[config.mk]
export PLATFORM = sky130hd
export DESIGN_NAME = gair_router
export DESIGN_NICKNAME = d
export VERILOG_FILES = /design/src/design/gair_pkg.sv /design/src/design/gair_debounce.sv /design/src/design/gair_router.sv
export SDC_FILE = /design/constraint.sdc
export NUM_CORES = 1
export LEC_CHECK = 0
export CORE_MARGIN = 10
export CORE_UTILIZATION = 65
export DETAILED_ROUTE_END_ITERATION = 8
export DONT_BUFFER_PORTS = 1
export GPL_TIMING_DRIVEN = 1
export PLACE_DENSITY = 0.89
export SLEW_MARGIN = 20
export SYNTH_ARGS = -nofsm -noshare
export SYNTH_HDL_FRONTEND = slang
export SYNTH_SLANG_ARGS = --single-unit
[constraint.sdc]
create_clock -name clock -period 14.1 [get_ports clock]
set_clock_uncertainty 0.15 [all_clocks]
set_input_delay 2.115 -clock clock [delete_from_list [all_inputs] [get_ports clock]]
set_output_delay 2.115 -clock clock [all_outputs]
set_load 0.03 [all_outputs]
[src/design/gair_pkg.sv]
// Purpose: Shared constants for the GPIO alternate input router
// Assumes: 20 MHz device clock
// Notes:   APB register map and pin function codes
package gair_pkg;
  // Clock rate
  localparam int unsigned CLK_HZ = 20_000_000;
  // Debounce times in microseconds, power pin extra times in milliseconds
  localparam int unsigned DBT0_US = 64;
  localparam int unsigned DBT1_US = 500;
  localparam int unsigned DBT2_US = 1000;
  localparam int unsigned DBT3_US = 4000;
  localparam int unsigned PWRON_EXTRA_MS = 40;
  localparam int unsigned PWROFF_EXTRA_MS = 5;
  localparam int unsigned US_CYC = CLK_HZ / 1_000_000;
  localparam int unsigned MS_CYC = CLK_HZ / 1_000;
  // Pin count and function code width
  localparam int unsigned NPINS = 13;
  localparam int unsigned FNW = 5;
  // Register byte offsets
  localparam logic [7:0] OFF_CTRL = 8'h00;
  localparam logic [7:0] OFF_POL = 8'h04;
  localparam logic [7:0] OFF_STATUS = 8'h08;
  localparam logic [7:0] OFF_PINS = 8'h0c;
  localparam logic [7:0] OFF_FN0 = 8'h10;
  localparam logic [7:0] OFF_FN1 = 8'h14;
  localparam logic [7:0] OFF_FN2 = 8'h18;
  // Control register bit positions
  localparam int unsigned B_ADCFR = 0;
  localparam int unsigned B_ADCBC = 1;
  localparam int unsigned B_SPI = 2;
  localparam int unsigned B_FRST = 3;
  localparam int unsigned B_SLPEDGE = 4;
  localparam int unsigned B_SINKA_FL = 5;
  localparam int unsigned B_SINKA_PIN = 6;
  localparam int unsigned B_SINKB_FL = 7;
  localparam int unsigned B_SINKB_PIN = 8;
  localparam int unsigned B_MASKCONV = 9;
  localparam int unsigned B_DBT = 10;
  localparam int unsigned B_STARTUP = 12;
  localparam logic [31:0] CTRL_RST = 32'h0000_0000;
  localparam logic [31:0] POL_RST = 32'h0000_1fff;
  // Function codes per input
  localparam logic [FNW-1:0] FN_NONE = 5'h00;
  localparam logic [FNW-1:0] FN_FULLRST = 5'h01;
  localparam logic [FNW-1:0] FN_FLASH = 5'h02;
  localparam logic [FNW-1:0] FN_SLEEP = 5'h03;
  localparam logic [FNW-1:0] FN_KICK = 5'h04;
  localparam logic [FNW-1:0] FN_REGEN = 5'h05;
  localparam logic [FNW-1:0] FN_LPA = 5'h06;
  localparam logic [FNW-1:0] FN_LPB = 5'h07;
  localparam logic [FNW-1:0] FN_LPC = 5'h08;
  localparam logic [FNW-1:0] FN_MASK = 5'h09;
  localparam logic [FNW-1:0] FN_MR = 5'h0a;
  localparam logic [FNW-1:0] FN_PWROFF = 5'h0b;
  localparam logic [FNW-1:0] FN_PWRON = 5'h0c;
  localparam logic [FNW-1:0] FN_WAKE = 5'h0d;
  localparam logic [FNW-1:0] FN_CSN = 5'h0e;
  // Pin numbers used by fixed routes
  localparam int unsigned PIN_FRAME = 5;
  localparam int unsigned PIN_BIT_A = 6;
  localparam int unsigned PIN_PORTSEL = 7;
  localparam int unsigned PIN_BIT_B = 8;
endpackage

[src/design/gair_debounce.sv]
// Purpose: Synchronise and debounce one pin, with edge pulses
// Assumes: Pin is asynchronous to clock
// Notes:   Stable output changes only after the input held for len cycles
`timescale 1ns/1ps
`default_nettype none
module gair_debounce #(
  parameter int unsigned CW = 20
) (
  // Clock and reset
  input  wire logic          clock,
  input  wire logic          resetn,
  // Pin and settling length
  input  wire logic          pin,
  input  wire logic [CW-1:0] len,
  // Clean outputs
  output logic               raw_q,
  output logic               level_q,
  output logic               rise_q,
  output logic               fall_q
);
  // Refuse a counter too narrow to hold any settling length
  if (CW < 2) $error("CW too small");
  logic          s1_q;   // First sync stage, read only by raw_q
  logic [CW-1:0] cnt_q;  // Settling counter

  // Two-stage synchroniser
  always_ff @(posedge clock)
  begin
    if (!resetn)
    begin
      s1_q  <= 1'b0;
      raw_q <= 1'b0;
    end
    else
    begin
      s1_q  <= pin;
      raw_q <= s1_q;
    end
  end

  // Settle counter and clean level with one-shot edges
  always_ff @(posedge clock)
  begin
    if (!resetn)
    begin
      cnt_q   <= '0;
      level_q <= 1'b0;
      rise_q  <= 1'b0;
      fall_q  <= 1'b0;
    end
    else
    begin
      rise_q <= 1'b0;
      fall_q <= 1'b0;
      if (raw_q == level_q)
        cnt_q <= '0;
      else if (cnt_q + 1'b1 >= len)
      begin
        cnt_q   <= '0;
        level_q <= raw_q;
        rise_q  <= raw_q;
        fall_q  <= ~raw_q;
      end
      else
        cnt_q <= cnt_q + 1'b1;
    end
  end
endmodule
`default_nettype wire

[src/design/gair_router.sv]
// Purpose: Route and decode alternate input functions of the GPIO pins
// Assumes: APB slave, zero wait states; pins asynchronous
// Notes:   Outputs are registered; each pin is synced and debounced
//
// Design decisions made here: the address map and the APB interface to the registers.
`timescale 1ns/1ps
`default_nettype none
// What this block does
// - Frame clock alt from pin 5
// - Bit clock alt from pin 6 or 8
// - Full reset input restarts with current config
// - Control port mode forces pin 7 select
// - Flash starts on rising pin edge only
// - Flash needs flash mode and pin source
// - Level sleep held while pin asserted
// - Edge sleep on active edge
// - Edge sleep lasts until startup event
// - Watchdog kicked on rising edge only
// - Regulator enable input drives regulator one
// - Low power requests drive their groups
// - Mask input blocks or starts conversions
// - Manual reset drives reset outputs low
// - Manual reset touches nothing else internal
// - Shutdown request starts controlled shutdown
// - Power up and wake debounce plus 40ms
// - Shutdown debounce plus 5ms
// - Config bit selects active low polarity for full reset, sleep, regulator enable, manual reset and wake
module gair_router #(
  parameter int unsigned NP = gair_pkg::NPINS
) (
  // Clock and reset
  input  wire logic          clock,
  input  wire logic          resetn,
  // APB slave
  input  wire logic          psel,
  input  wire logic          penable,
  input  wire logic          pwrite,
  input  wire logic [7:0]    paddr,
  input  wire logic [31:0]   pwdata,
  output logic [31:0]        prdata,
  output logic               pready,
  output logic               pslverr,
  // GPIO pins
  input  wire logic [NP-1:0] gpio_in,
  // Audio clock routing
  output logic               adc_frame_clock_alt,
  output logic               adc_bit_clock_alt,
  output logic               adc_frame_use_alt,
  output logic               adc_bit_use_alt,
  // Control port select
  output logic               control_port_select_n,
  // Functional requests
  output logic               full_reset_req,
  output logic               flash_start_sink_a,
  output logic               flash_start_sink_b,
  output logic               sleep_req,
  output logic               watchdog_kick,
  output logic               regulator1_enable,
  output logic               low_power_req_a,
  output logic               low_power_req_b,
  output logic               low_power_req_c,
  output logic               adc_block_all,
  output logic               adc_start_conv,
  output logic               system_reset_out_n,
  output logic               memory_reset_out_n,
  output logic               shutdown_req,
  output logic               power_up_req,
  output logic               wake_req
);
  // Refuse a pin count other than the fixed register map
  if (NP != gair_pkg::NPINS)
    $error("NP must equal the pin count");

  localparam int unsigned CW = 20;
  // Base debounce lengths and power pin extras in cycles
  localparam logic [CW-1:0] DB0 = CW'(gair_pkg::DBT0_US * gair_pkg::US_CYC);
  localparam logic [CW-1:0] DB1 = CW'(gair_pkg::DBT1_US * gair_pkg::US_CYC);
  localparam logic [CW-1:0] DB2 = CW'(gair_pkg::DBT2_US * gair_pkg::US_CYC);
  localparam logic [CW-1:0] DB3 = CW'(gair_pkg::DBT3_US * gair_pkg::US_CYC);
  localparam logic [CW-1:0] XON = CW'(gair_pkg::PWRON_EXTRA_MS * gair_pkg::MS_CYC);
  localparam logic [CW-1:0] XOFF = CW'(gair_pkg::PWROFF_EXTRA_MS * gair_pkg::MS_CYC);

  logic [31:0]          ctrl_q;     // Control register
  logic [31:0]          pol_q;      // Pin config bits (1 = active low)
  logic [NP*gair_pkg::FNW-1:0] fn_q; // Function select per pin
  logic [NP-1:0]        raw, lvl, rise, fall;
  logic                 act_rise [NP];
  logic                 act_lvl [NP];
  logic [1:0]           dbt;
  logic [CW-1:0]        base_len;
  logic                 sleep_edge_q; // Latched edge sleep

  // Function field of one pin
  function automatic logic [gair_pkg::FNW-1:0] fn_of(input int unsigned p);
    fn_of = fn_q[p*gair_pkg::FNW +: gair_pkg::FNW];
  endfunction

  // Base debounce from global time select
  assign dbt = ctrl_q[gair_pkg::B_DBT +: 2];
  always_comb
  begin
    unique case (dbt)
      2'h0: base_len = DB0;
      2'h1: base_len = DB1;
      2'h2: base_len = DB2;
      2'h3: base_len = DB3;
    endcase
  end

  // Per pin sync and debounce; long times for power pins
  for (genvar g = 0; g < NP; g++)
  begin : g_pin
    logic [CW-1:0] len;
    logic [gair_pkg::FNW-1:0] f;
    logic inv;
    assign f = fn_q[g*gair_pkg::FNW +: gair_pkg::FNW];
    assign len = (f == gair_pkg::FN_PWRON || f == gair_pkg::FN_WAKE) ?
                 CW'(base_len + XON) :
                 (f == gair_pkg::FN_PWROFF) ? CW'(base_len + XOFF) :
                 base_len;
    gair_debounce #(.CW(CW)) u_db (
      .clock   (clock),
      .resetn  (resetn),
      .pin     (gpio_in[g]),
      .len     (len),
      .raw_q   (raw[g]),
      .level_q (lvl[g]),
      .rise_q  (rise[g]),
      .fall_q  (fall[g])
    );
    assign inv = pol_q[g];
    // Active level and active edge after polarity
    assign act_lvl[g]  = lvl[g] ^ inv;
    assign act_rise[g] = inv ? fall[g] : rise[g];
  end

  // Combinational decode of pin functions
  logic frst, fl, slp_l, slp_e, kick, regen, lpa, lpb, lpc, msk, mr, poff, pon, wk;
  always_comb
  begin
    frst = 1'b0; fl = 1'b0; slp_l = 1'b0; slp_e = 1'b0; kick = 1'b0;
    regen = 1'b0; lpa = 1'b0; lpb = 1'b0; lpc = 1'b0; msk = 1'b0;
    mr = 1'b0; poff = 1'b0; pon = 1'b0; wk = 1'b0;
    for (int unsigned p = 0; p < NP; p++)
    begin
      // Pin 7 is taken by the control port in serial mode
      if (!(p == gair_pkg::PIN_PORTSEL && ctrl_q[gair_pkg::B_SPI]))
      begin
        unique case (fn_of(p))
          gair_pkg::FN_FULLRST: frst = frst | act_lvl[p];
          gair_pkg::FN_FLASH:   fl = fl | rise[p];
          gair_pkg::FN_SLEEP:
          begin
            slp_l = slp_l | act_lvl[p];
            slp_e = slp_e | act_rise[p];
          end
          gair_pkg::FN_KICK:    kick = kick | rise[p];
          gair_pkg::FN_REGEN:   regen = regen | act_lvl[p];
          gair_pkg::FN_LPA:     lpa = lpa | lvl[p];
          gair_pkg::FN_LPB:     lpb = lpb | lvl[p];
          gair_pkg::FN_LPC:     lpc = lpc | lvl[p];
          gair_pkg::FN_MASK:    msk = msk | lvl[p];
          gair_pkg::FN_MR:      mr = mr | act_lvl[p];
          gair_pkg::FN_PWROFF:  poff = poff | lvl[p];
          gair_pkg::FN_PWRON:   pon = pon | lvl[p];
          gair_pkg::FN_WAKE:    wk = wk | act_lvl[p];
          default: ;
        endcase
      end
    end
  end

  // APB register writes
  always_ff @(posedge clock)
  begin
    if (!resetn)
    begin
      ctrl_q <= gair_pkg::CTRL_RST;
      pol_q  <= gair_pkg::POL_RST;
      fn_q   <= '0;
    end
    else if (psel && penable && pwrite)
    begin
      unique case (paddr)
        gair_pkg::OFF_CTRL: ctrl_q <= pwdata;
        gair_pkg::OFF_POL:  pol_q <= pwdata;
        gair_pkg::OFF_FN0:  fn_q[0 +: 30] <= pwdata[29:0];
        gair_pkg::OFF_FN1:  fn_q[30 +: 30] <= pwdata[29:0];
        gair_pkg::OFF_FN2:  fn_q[60 +: NP*gair_pkg::FNW-60] <= pwdata[NP*gair_pkg::FNW-61:0];
        default: ;
      endcase
    end
  end

  // APB read data, ready and error
  always_ff @(posedge clock)
  begin
    if (!resetn)
    begin
      prdata  <= '0;
      pready  <= 1'b0;
      pslverr <= 1'b0;
    end
    else
    begin
      pready  <= psel && !penable;
      pslverr <= 1'b0;
      if (psel && !penable)
      begin
        prdata <= '0;
        unique case (paddr)
          gair_pkg::OFF_CTRL:   prdata <= ctrl_q;
          gair_pkg::OFF_POL:    prdata <= {19'h0, pol_q[NP-1:0]};
          gair_pkg::OFF_STATUS: prdata <= {28'h0, shutdown_req, power_up_req,
                                           sleep_req, full_reset_req};
          gair_pkg::OFF_PINS:   prdata <= {19'h0, lvl};
          gair_pkg::OFF_FN0:    prdata <= {2'h0, fn_q[29:0]};
          gair_pkg::OFF_FN1:    prdata <= {2'h0, fn_q[59:30]};
          gair_pkg::OFF_FN2:    prdata <= {27'h0, fn_q[NP*gair_pkg::FNW-1:60]};
          default: pslverr <= 1'b1;
        endcase
      end
    end
  end

  // Edge sleep latch; startup event clears, new edge wins
  always_ff @(posedge clock)
  begin
    if (!resetn)
      sleep_edge_q <= 1'b0;
    else if (ctrl_q[gair_pkg::B_SLPEDGE] && slp_e)
      sleep_edge_q <= 1'b1;
    else if (ctrl_q[gair_pkg::B_STARTUP] || pon || wk)
      sleep_edge_q <= 1'b0;
  end

  // Registered functional outputs
  always_ff @(posedge clock)
  begin
    if (!resetn)
    begin
      full_reset_req     <= 1'b0;
      flash_start_sink_a <= 1'b0;
      flash_start_sink_b <= 1'b0;
      sleep_req          <= 1'b0;
      watchdog_kick      <= 1'b0;
      regulator1_enable  <= 1'b0;
      low_power_req_a    <= 1'b0;
      low_power_req_b    <= 1'b0;
      low_power_req_c    <= 1'b0;
      adc_block_all      <= 1'b0;
      adc_start_conv     <= 1'b0;
      system_reset_out_n <= 1'b1;
      memory_reset_out_n <= 1'b1;
      shutdown_req       <= 1'b0;
      power_up_req       <= 1'b0;
      wake_req           <= 1'b0;
    end
    else
    begin
      full_reset_req     <= frst && ctrl_q[gair_pkg::B_FRST];
      flash_start_sink_a <= fl && ctrl_q[gair_pkg::B_SINKA_FL]
                            && ctrl_q[gair_pkg::B_SINKA_PIN];
      flash_start_sink_b <= fl && ctrl_q[gair_pkg::B_SINKB_FL]
                            && ctrl_q[gair_pkg::B_SINKB_PIN];
      sleep_req          <= ctrl_q[gair_pkg::B_SLPEDGE] ?
                            (sleep_edge_q || (slp_e)) : slp_l;
      watchdog_kick      <= kick;
      regulator1_enable  <= regen;
      low_power_req_a    <= lpa;
      low_power_req_b    <= lpb;
      low_power_req_c    <= lpc;
      adc_block_all      <= msk && !ctrl_q[gair_pkg::B_MASKCONV];
      adc_start_conv     <= msk && ctrl_q[gair_pkg::B_MASKCONV];
      system_reset_out_n <= !mr;
      memory_reset_out_n <= !mr;
      shutdown_req       <= poff;
      power_up_req       <= pon;
      wake_req           <= wk;
    end
  end

  // Audio clock and control select routing from synced pins
  always_ff @(posedge clock)
  begin
    if (!resetn)
    begin
      adc_frame_clock_alt   <= 1'b0;
      adc_bit_clock_alt     <= 1'b0;
      adc_frame_use_alt     <= 1'b0;
      adc_bit_use_alt       <= 1'b0;
      control_port_select_n <= 1'b1;
    end
    else
    begin
      adc_frame_use_alt   <= ctrl_q[gair_pkg::B_ADCFR];
      adc_frame_clock_alt <= raw[gair_pkg::PIN_FRAME];
      adc_bit_use_alt     <= ctrl_q[gair_pkg::B_ADCBC];
      adc_bit_clock_alt   <= (fn_of(gair_pkg::PIN_BIT_B) == gair_pkg::FN_NONE) ?
                             raw[gair_pkg::PIN_BIT_A] : raw[gair_pkg::PIN_BIT_B];
      control_port_select_n <= ctrl_q[gair_pkg::B_SPI] ?
                               raw[gair_pkg::PIN_PORTSEL] : 1'b1;
    end
  end

  // Checks
  watchdog_edge_a: assert property (@(posedge clock) disable iff (!resetn)
    watchdog_kick |=> !watchdog_kick) else $error("kick longer than one cycle");
  flash_gate_a: assert property (@(posedge clock) disable iff (!resetn)
    flash_start_sink_a |-> $past(ctrl_q[gair_pkg::B_SINKA_FL])) else $error("flash gated off");
  mr_reset_a: assert property (@(posedge clock) disable iff (!resetn)
    $past(mr) |-> !memory_reset_out_n && !system_reset_out_n) else $error("reset not low");
  edge_hold_a: assert property (@(posedge clock) disable iff (!resetn)
    sleep_edge_q && !ctrl_q[gair_pkg::B_STARTUP] && !pon && !wk |=> sleep_edge_q)
    else $error("edge sleep dropped");
  port_sel_a: assert property (@(posedge clock) disable iff (!resetn)
    !$past(ctrl_q[gair_pkg::B_SPI]) |-> control_port_select_n) else $error("select forced");
  full_rst_a: assert property (@(posedge clock) disable iff (!resetn)
    full_reset_req |-> $past(ctrl_q[gair_pkg::B_FRST])) else $error("reset not enabled");
  adc_mode_a: assert property (@(posedge clock) disable iff (!resetn)
    !(adc_block_all && adc_start_conv)) else $error("mask both modes");
  apb_ready_a: assert property (@(posedge clock) disable iff (!resetn)
    psel && !penable |=> pready) else $error("no ready");
  // Routing and level-follow checks, one cycle behind their sources
  port_spi_a: assert property (@(posedge clock) disable iff (!resetn)
    $past(ctrl_q[gair_pkg::B_SPI]) |-> control_port_select_n == $past(raw[gair_pkg::PIN_PORTSEL]))
    else $error("select not routed");
  sleep_level_a: assert property (@(posedge clock) disable iff (!resetn)
    !$past(ctrl_q[gair_pkg::B_SLPEDGE]) |-> sleep_req == $past(slp_l)) else $error("sleep level");
  frame_route_a: assert property (@(posedge clock) disable iff (!resetn)
    adc_frame_clock_alt == $past(raw[gair_pkg::PIN_FRAME])) else $error("frame clock route");
  regen_follow_a: assert property (@(posedge clock) disable iff (!resetn)
    regulator1_enable == $past(regen)) else $error("regulator enable");
  low_power_a: assert property (@(posedge clock) disable iff (!resetn)
    low_power_req_a == $past(lpa)) else $error("low power request");
  cover_spi: cover property (@(posedge clock) !control_port_select_n);
  cover_kick: cover property (@(posedge clock) watchdog_kick);
  cover_sleep: cover property (@(posedge clock) sleep_edge_q);
  cover_flash: cover property (@(posedge clock) flash_start_sink_b);
endmodule
`default_nettype wire

After elaboration in Yosys (flattened, before gate mapping) --
Cells that the tools add are included.
Operators by class: $add $sub $neg 15, $lt $le $gt $ge 13, equal/unequal tests 191, muxes and demuxes 242, bitwise logic cells 221, reductions and logical operators 81
Operator list (count):
- 20-bit 2-to-1 mux | 26
- 5-bit by 4-bit == test with 1-bit output, second input constant | 78
- 20-bit by 1-bit adder with 20-bit output, second input constant | 13
- 5-bit by 3-bit == test with 1-bit output, second input constant | 52
- 20-bit >= comparator | 13
- 32-bit one-hot mux with 7 select lines | 1
- 1-bit 2-to-1 mux | 214
- 1-bit bitwise OR | 168
- 5-bit by 2-bit == test with 1-bit output, second input constant | 26
- 20-bit one-hot mux with 4 select lines | 1
- 3-bit OR reduction | 26
- 5-bit by 1-bit == test with 1-bit output, second input constant | 13
- 1-bit inverter | 40
- 2-bit AND reduction | 20
- 8-bit by 5-bit == test with 1-bit output, second input constant | 3
- 20-bit by 17-bit adder with 20-bit output, second input constant | 1
- 20-bit adder, second input constant | 1
- 8-bit by 4-bit == test with 1-bit output, second input constant | 2
- 1-bit logical OR | 16
- 1-bit == test | 13
- 1-bit bitwise XOR | 13
- 1-bit logical AND | 11
- 8-bit by 3-bit == test with 1-bit output, second input constant | 1
- 8-bit zero test | 1
- other kinds (7) | 10
Storage, ports and cells: register bits after elaboration 490, input port bits 58, output and inout bits 55, logic and storage cells 870

Depth between registers and ports, before layout --
depth in word-level cells 31, depth in mapped cells 19, mapped depth without buffers 14

Cells and area by module --
From an unflattened synthesis, not the netlist that was laid out.
Second synthesis, totals: cells, all modules 3883, area, all modules 31776.7 um2
Modules (own cells, without submodules):
- gair_debounce at g_pin[0].u_db ... | instances 12, cells an instance 171, area an instance 1536.5 um2, sequential area each 500.5 um2
- gair_router | instances 1, cells an instance 1653, area an instance 11612.4 um2, sequential area each 3303.2 um2
- gair_debounce at g_pin[6].u_db | instances 1, cells an instance 178, area an instance 1726.7 um2, sequential area each 500.5 um2

Worst setup path after synthesis --
OpenSTA, ideal clock, no wires.
path kind reg2reg, start point register ctrl_q[11], end point register g_pin[8].u_db.cnt_q[2], setup time 0.128 ns, arrival 4.148 ns, required time 13.822 ns, slack 9.674 ns, stages on the path, launching flop included 19, buffers on the path 4, clock period less this slack 4.426 ns, cells stage by stage dfxtp_1 -> inv_1 -> ha_1 -> or2_1 -> clkbuf_1 -> inv_2 -> clkbuf_1 -> fa_1 -> clkbuf_1 -> nor2_1 -> a21oi_1 -> ha_1 -> a211oi_1 -> o21bai_1 -> a41oi_1 -> or4b_1 -> o211ai_1 -> clkbuf_1 -> nor2_1
On the way: longest elaborated chain between the ends 7, elaborated cells between the ends (all ways) 11, those cells by class add/sub: 2; order compare: 1; eq/ne: 3; mux: 3; reduce/logical: 2
RTL lines:
- start, declared | RTL line gair_router.sv:83 | logic [31:0] ctrl_q;
- start signal, assigned | RTL line gair_router.sv:178 | ctrl_q <= gair_pkg::CTRL_RST;
- start signal, assigned | RTL line gair_router.sv:185 | gair_pkg::OFF_CTRL: ctrl_q <= pwdata;
- 2-bit == test, or another cell as far along | RTL line gair_router.sv:102 | unique case (dbt)
- 20-bit one-hot mux with 4 select lines * | RTL line gair_router.sv:102
- 20-bit by 17-bit adder with 20-bit output | RTL line gair_router.sv:119 | (f == gair_pkg::FN_PWROFF) ? CW'(base_len + XOFF) :
- 20-bit 2-to-1 mux | RTL line gair_router.sv:119
- 20-bit 2-to-1 mux * | RTL line gair_router.sv:117 | assign len = (f == gair_pkg::FN_PWRON || f == gair_pkg::FN_WAKE) ?
- 20-bit >= comparator * | RTL line gair_debounce.sv:57 | else if (cnt_q + 1'b1 >= len)
- 3-bit OR reduction (no line) *
- end signal, assigned | RTL line gair_debounce.sv:65 | cnt_q <= cnt_q + 1'b1;
- end, declared | RTL line gair_debounce.sv:24 | logic [CW-1:0] cnt_q;
Every way passes the cells marked *; elsewhere a longest branch is shown, timed or not. The select of a mux whose other input is x is not followed. A chain may end at the register's enable or synchronous reset.

Worst setup path in the final report --
start point register ctrl_q[10], end point register g_pin[4].u_db.cnt_q[12]
On the way: longest elaborated chain between the ends 7, elaborated cells between the ends (all ways) 11, those cells by class add/sub: 2; order compare: 1; eq/ne: 3; mux: 3; reduce/logical: 2
RTL lines (RTL line):
- 2-bit == test, or another cell as far along | gair_router.sv:102
- 20-bit one-hot mux with 4 select lines * | gair_router.sv:102
- 20-bit by 17-bit adder with 20-bit output | gair_router.sv:119
- 20-bit 2-to-1 mux | gair_router.sv:119
- 20-bit 2-to-1 mux * | gair_router.sv:117
- 20-bit >= comparator * | gair_debounce.sv:57
- 3-bit OR reduction (no line) *
- end signal, assigned | gair_debounce.sv:65
- end, declared | gair_debounce.sv:24
Marked as above.

==> impl_metrics.env <==
export IMPL_run_status="complete, no violations"
export IMPL_power_switching_mw=0.619
export IMPL_drt_drc_violations_left=0
export IMPL_max_freq_mhz=159
export IMPL_drive_gt1_share_pct=5.05
export IMPL_postCtsSetupBuffers=0
export IMPL_yosysWarnings=0
export IMPL_clockBufferDepth=3
export IMPL_setup_ws_ns=7.79
export IMPL_rsz0062_at_grt="no"
export IMPL_cts_resized=0
export IMPL_r2r_end="g_pin[4].u_db.cnt_q[12]"
export IMPL_grt_overflow_total=0
export IMPL_r2r_start="ctrl_q[10]"
export IMPL_endpoint="g_pin[4].u_db.cnt_q[12]"
export IMPL_fillers=3389
export IMPL_synthCells=3614
export IMPL_avgSynthCellArea_um2=8.18
export IMPL_cp_data_required_time_ns=14.46
export IMPL_syn_to_final_growth_pct=6.74
export IMPL_cp_end_kind="register"
export IMPL_synth_seq_cells=490
export IMPL_period_needed_ns=6.31
export IMPL_final_util_pct=69.8
export IMPL_critPathKind="register to register"
export IMPL_grt_pass1_vias=25929
export IMPL_synth_async_sr_flop_share_pct=0
export IMPL_worst_slew_pin_slew_ns=1.19
export IMPL_finalMaxSlewViolations=0
export IMPL_cts_buffers=50
export IMPL_cts_root_buf="clkbuf_16"
export IMPL_crit_path_max_fanout=20
export IMPL_num_antenna_cells=0
export IMPL_hold_buffers=0
export IMPL_die_h_um=233
export IMPL_r2r_slack_ns=7.79
export IMPL_peakVddDrop_v=0.0000986
export IMPL_fin_crit_sh_pct=44.7
export IMPL_drt_iter0_drc=2782
export IMPL_fin_tns_setup_ns=0
export IMPL_netlist_area_um2=29600
export IMPL_ys_flop_type="dfxtp_1"
export IMPL_dieWidth_um=233
export IMPL_pwr_share_seq_pct=49.3
export IMPL_clk_insertion_delay_late_ns=0.63
export IMPL_hold_viol_final=0
export IMPL_ios=113
export IMPL_p_sw_share_pct=21.9
export IMPL_drtPass1Iterations=6
export IMPL_ant_nets=0
export IMPL_arrival_ns=6.67
export IMPL_p_int_mw=2.21
export IMPL_clk_pin_slew_ns=0.06
export IMPL_grt_pass1_wl_mm=146
export IMPL_syn_nets=3926
export IMPL_worstSetupStartpoint="ctrl_q[10]"
export IMPL_clkPwrFrac_pct=49.6
export IMPL_dp_cells=4050
export IMPL_ys_seq_area_share_pct=33.2
export IMPL_rows=78
export IMPL_wire_per_inst_um=22.8
export IMPL_power_density_nw_per_um2=89.6
export IMPL_max_cap_violations=0
export IMPL_max_slew_margin_pct=20.1
export IMPL_htree_num_levels=2
export IMPL_setup_viol=0
export IMPL_antenna_found_initial=1
export IMPL_gp_congestion=1.12
export IMPL_layout_nets=3814
export IMPL_cts_tree="built"
export IMPL_final_cells=4144
export IMPL_dp_hpwl_mm=68.5
export IMPL_crit_path_start_kind="register"
export IMPL_hp_class="register to register"
export IMPL_start_util_pct=65.4
export IMPL_track_usage_pct=33.9
export IMPL_leakagePower_nw=12.1
export IMPL_cts_sinks=490
export IMPL_viasPerCell=6.47
export IMPL_reg2regPathDepth=14
export IMPL_synth_cell_types=82
export IMPL_numPortBuffers=0
export IMPL_p_total_mw=2.83
export IMPL_place_ws_ns=8.05
export IMPL_routed_via_count=26797
export IMPL_synth_edf_count=0
export IMPL_wirelength_mm=94.6
export IMPL_grt_max_degree=101
export IMPL_share_comb_of_total_power_pct=1.1
export IMPL_core_area_um2=45200
export IMPL_die_area_um2=54400
flip-flops by register name, indices dropped and copies added, names as in the netlist, 13 cells and up:
name	cells
g_pin.u_db.fall_q	13
ctrl_q	32
fn_q	65
pol_q	13
g_pin.u_db.level_q	13
g_pin.u_db.rise_q	13
g_pin.u_db.cnt_q	260
g_pin.u_db.s1_q	13
prdata	32
g_pin.u_db.raw_q	13
cells by family (layout without fill, tap and decap cells):
group / after synthesis / after routing / synth area share, %
fa+ha+maj: 254 / 254 / 10.8
compound gates: 618 / 618 / 13.5
buf+inv: 264 / 194 / 3.54
flops: 490 / 490 / 33.2
simple gates: 1616 / 1616 / 27.6
mux: 63 / 63 / 2.22
xor+xnor: 309 / 309 / 9.15
cell type report:
| class | instances | area (um^2) | area share (%) |
|---|---|---|---|
| clock buffers | 69 | 1400 | 4.44 |
| well taps | 600 | 751 | 2.38 |
| repair buffers | 34 | 255 | 0.809 |
| inverters | 66 | 249 | 0.789 |
| clock inverters | 25 | 313 | 0.991 |
| multi-input cells | 2860 | 18800 | 59.5 |
| flip-flops and latches | 490 | 9810 | 31.1 |
power groups by stage:
stage | Sequential (mW) | Combinational [mW] | Clock, mW
after floorplan | 1.42 | 0.0269 | 0
after global placement | 1.43 | 0.0294 | 0
after detailed placement | 1.43 | 0.0301 | 0
after CTS | 1.39 | 0.0305 | 1.41
after global routing | 1.39 | 0.0337 | 1.46
final | 1.39 | 0.0312 | 1.40
how the worst min path moves through the flow:
stage	start	end	slack, ns	depth (start not counted)
detailed placement	g_pin[12].u_db.s1_q	g_pin[12].u_db.raw_q	0.27	1
floorplan	g_pin[0].u_db.s1_q	g_pin[0].u_db.raw_q	0.26	1
finish	g_pin[12].u_db.s1_q	g_pin[12].u_db.raw_q	0.28	1
CTS	g_pin[12].u_db.s1_q	g_pin[12].u_db.raw_q	0.28	1
global route	g_pin[12].u_db.s1_q	g_pin[12].u_db.raw_q	0.30	1
global placement	g_pin[6].u_db.s1_q	g_pin[6].u_db.raw_q	0.26	1
worst max-delay path: stages, from the launching register on:
cell,delay [ns]
dfxtp_1,0.38
inv_1,0.18
ha_1,0.71
or2_1,0.73
inv_2,0.32
fa_1,1.22
o22ai_1,0.19
a21oi_1,0.17
ha_1,0.26
nand4_1,0.11
nor4_1,0.07
a211o_1,0.31
o31ai_2,0.37
nand3_1,0.62
nor2b_1,0.38
synthesized netlist by cell type, types with 36 or more instances:
cell | number | area (um^2)
a21oi_1 | 220 | 1100
o21ai_0 | 57 | 285
nor2b_1 | 248 | 1550
and2_1 | 52 | 325
dfxtp_1 | 490 | 9810
and3_1 | 70 | 438
nand4_1 | 75 | 469
nor3_1 | 60 | 300
mux2i_1 | 43 | 430
nand2_1 | 490 | 1840
buf_2 | 36 | 180
clkbuf_1 | 150 | 563
inv_1 | 55 | 206
nor2_1 | 265 | 995
ha_1 | 253 | 3170
nand3_1 | 182 | 911
xor2_1 | 138 | 1210
xnor2_1 | 171 | 1500
o21ai_1 | 52 | 260
per-stage QoR:
| step | instance area (um^2) | hold WS (ns) |
|---|---|---|
| after floorplan | 29600 | 0.262 |
| after global placement | 29800 | 0.264 |
| after detailed placement | 29800 | 0.269 |
| after CTS | 31600 | 0.280 |
| after global routing | 31600 | 0.305 |
| final | 31600 | 0.277 |
layer usage:
layer / vias to the layer above / global-route usage (%) / routed length (um)
met5: - / 0 / 0
met4: 0 / 17.8 / 5090
met3: 319 / 5.81 / 9020
met2: 1338 / 54.6 / 42700
met1: 12658 / 42.8 / 37800
li1: 12482 / - / -
placed cells by master, fill, tap and decap left out, types with 11 or more instances in the layout:
cell type,count
and4_1,24
nor3b_1,20
dfxtp_1,490
nand3_1,182
clkinv_2,11
nand2b_1,25
inv_2,11
and2_1,52
a31oi_1,21
a22o_1,31
nor2b_1,248
nand4_1,75
ha_1,250
a221oi_1,11
a41oi_1,21
o21ai_1,52
nor2_1,264
mux2_2,15
clkbuf_1,11
clkbuf_16,50
o21a_1,14
nor4_1,33
xnor2_1,171
o22ai_1,23
inv_1,54
nand2_1,488
a21o_1,17
a22oi_1,32
mux2i_1,43
xor2_1,138
nor3_1,58
a21oi_1,220
o21ai_0,57
buf_4,34
a211oi_1,30
and3_1,70
Power figures use the tool's default switching activity.
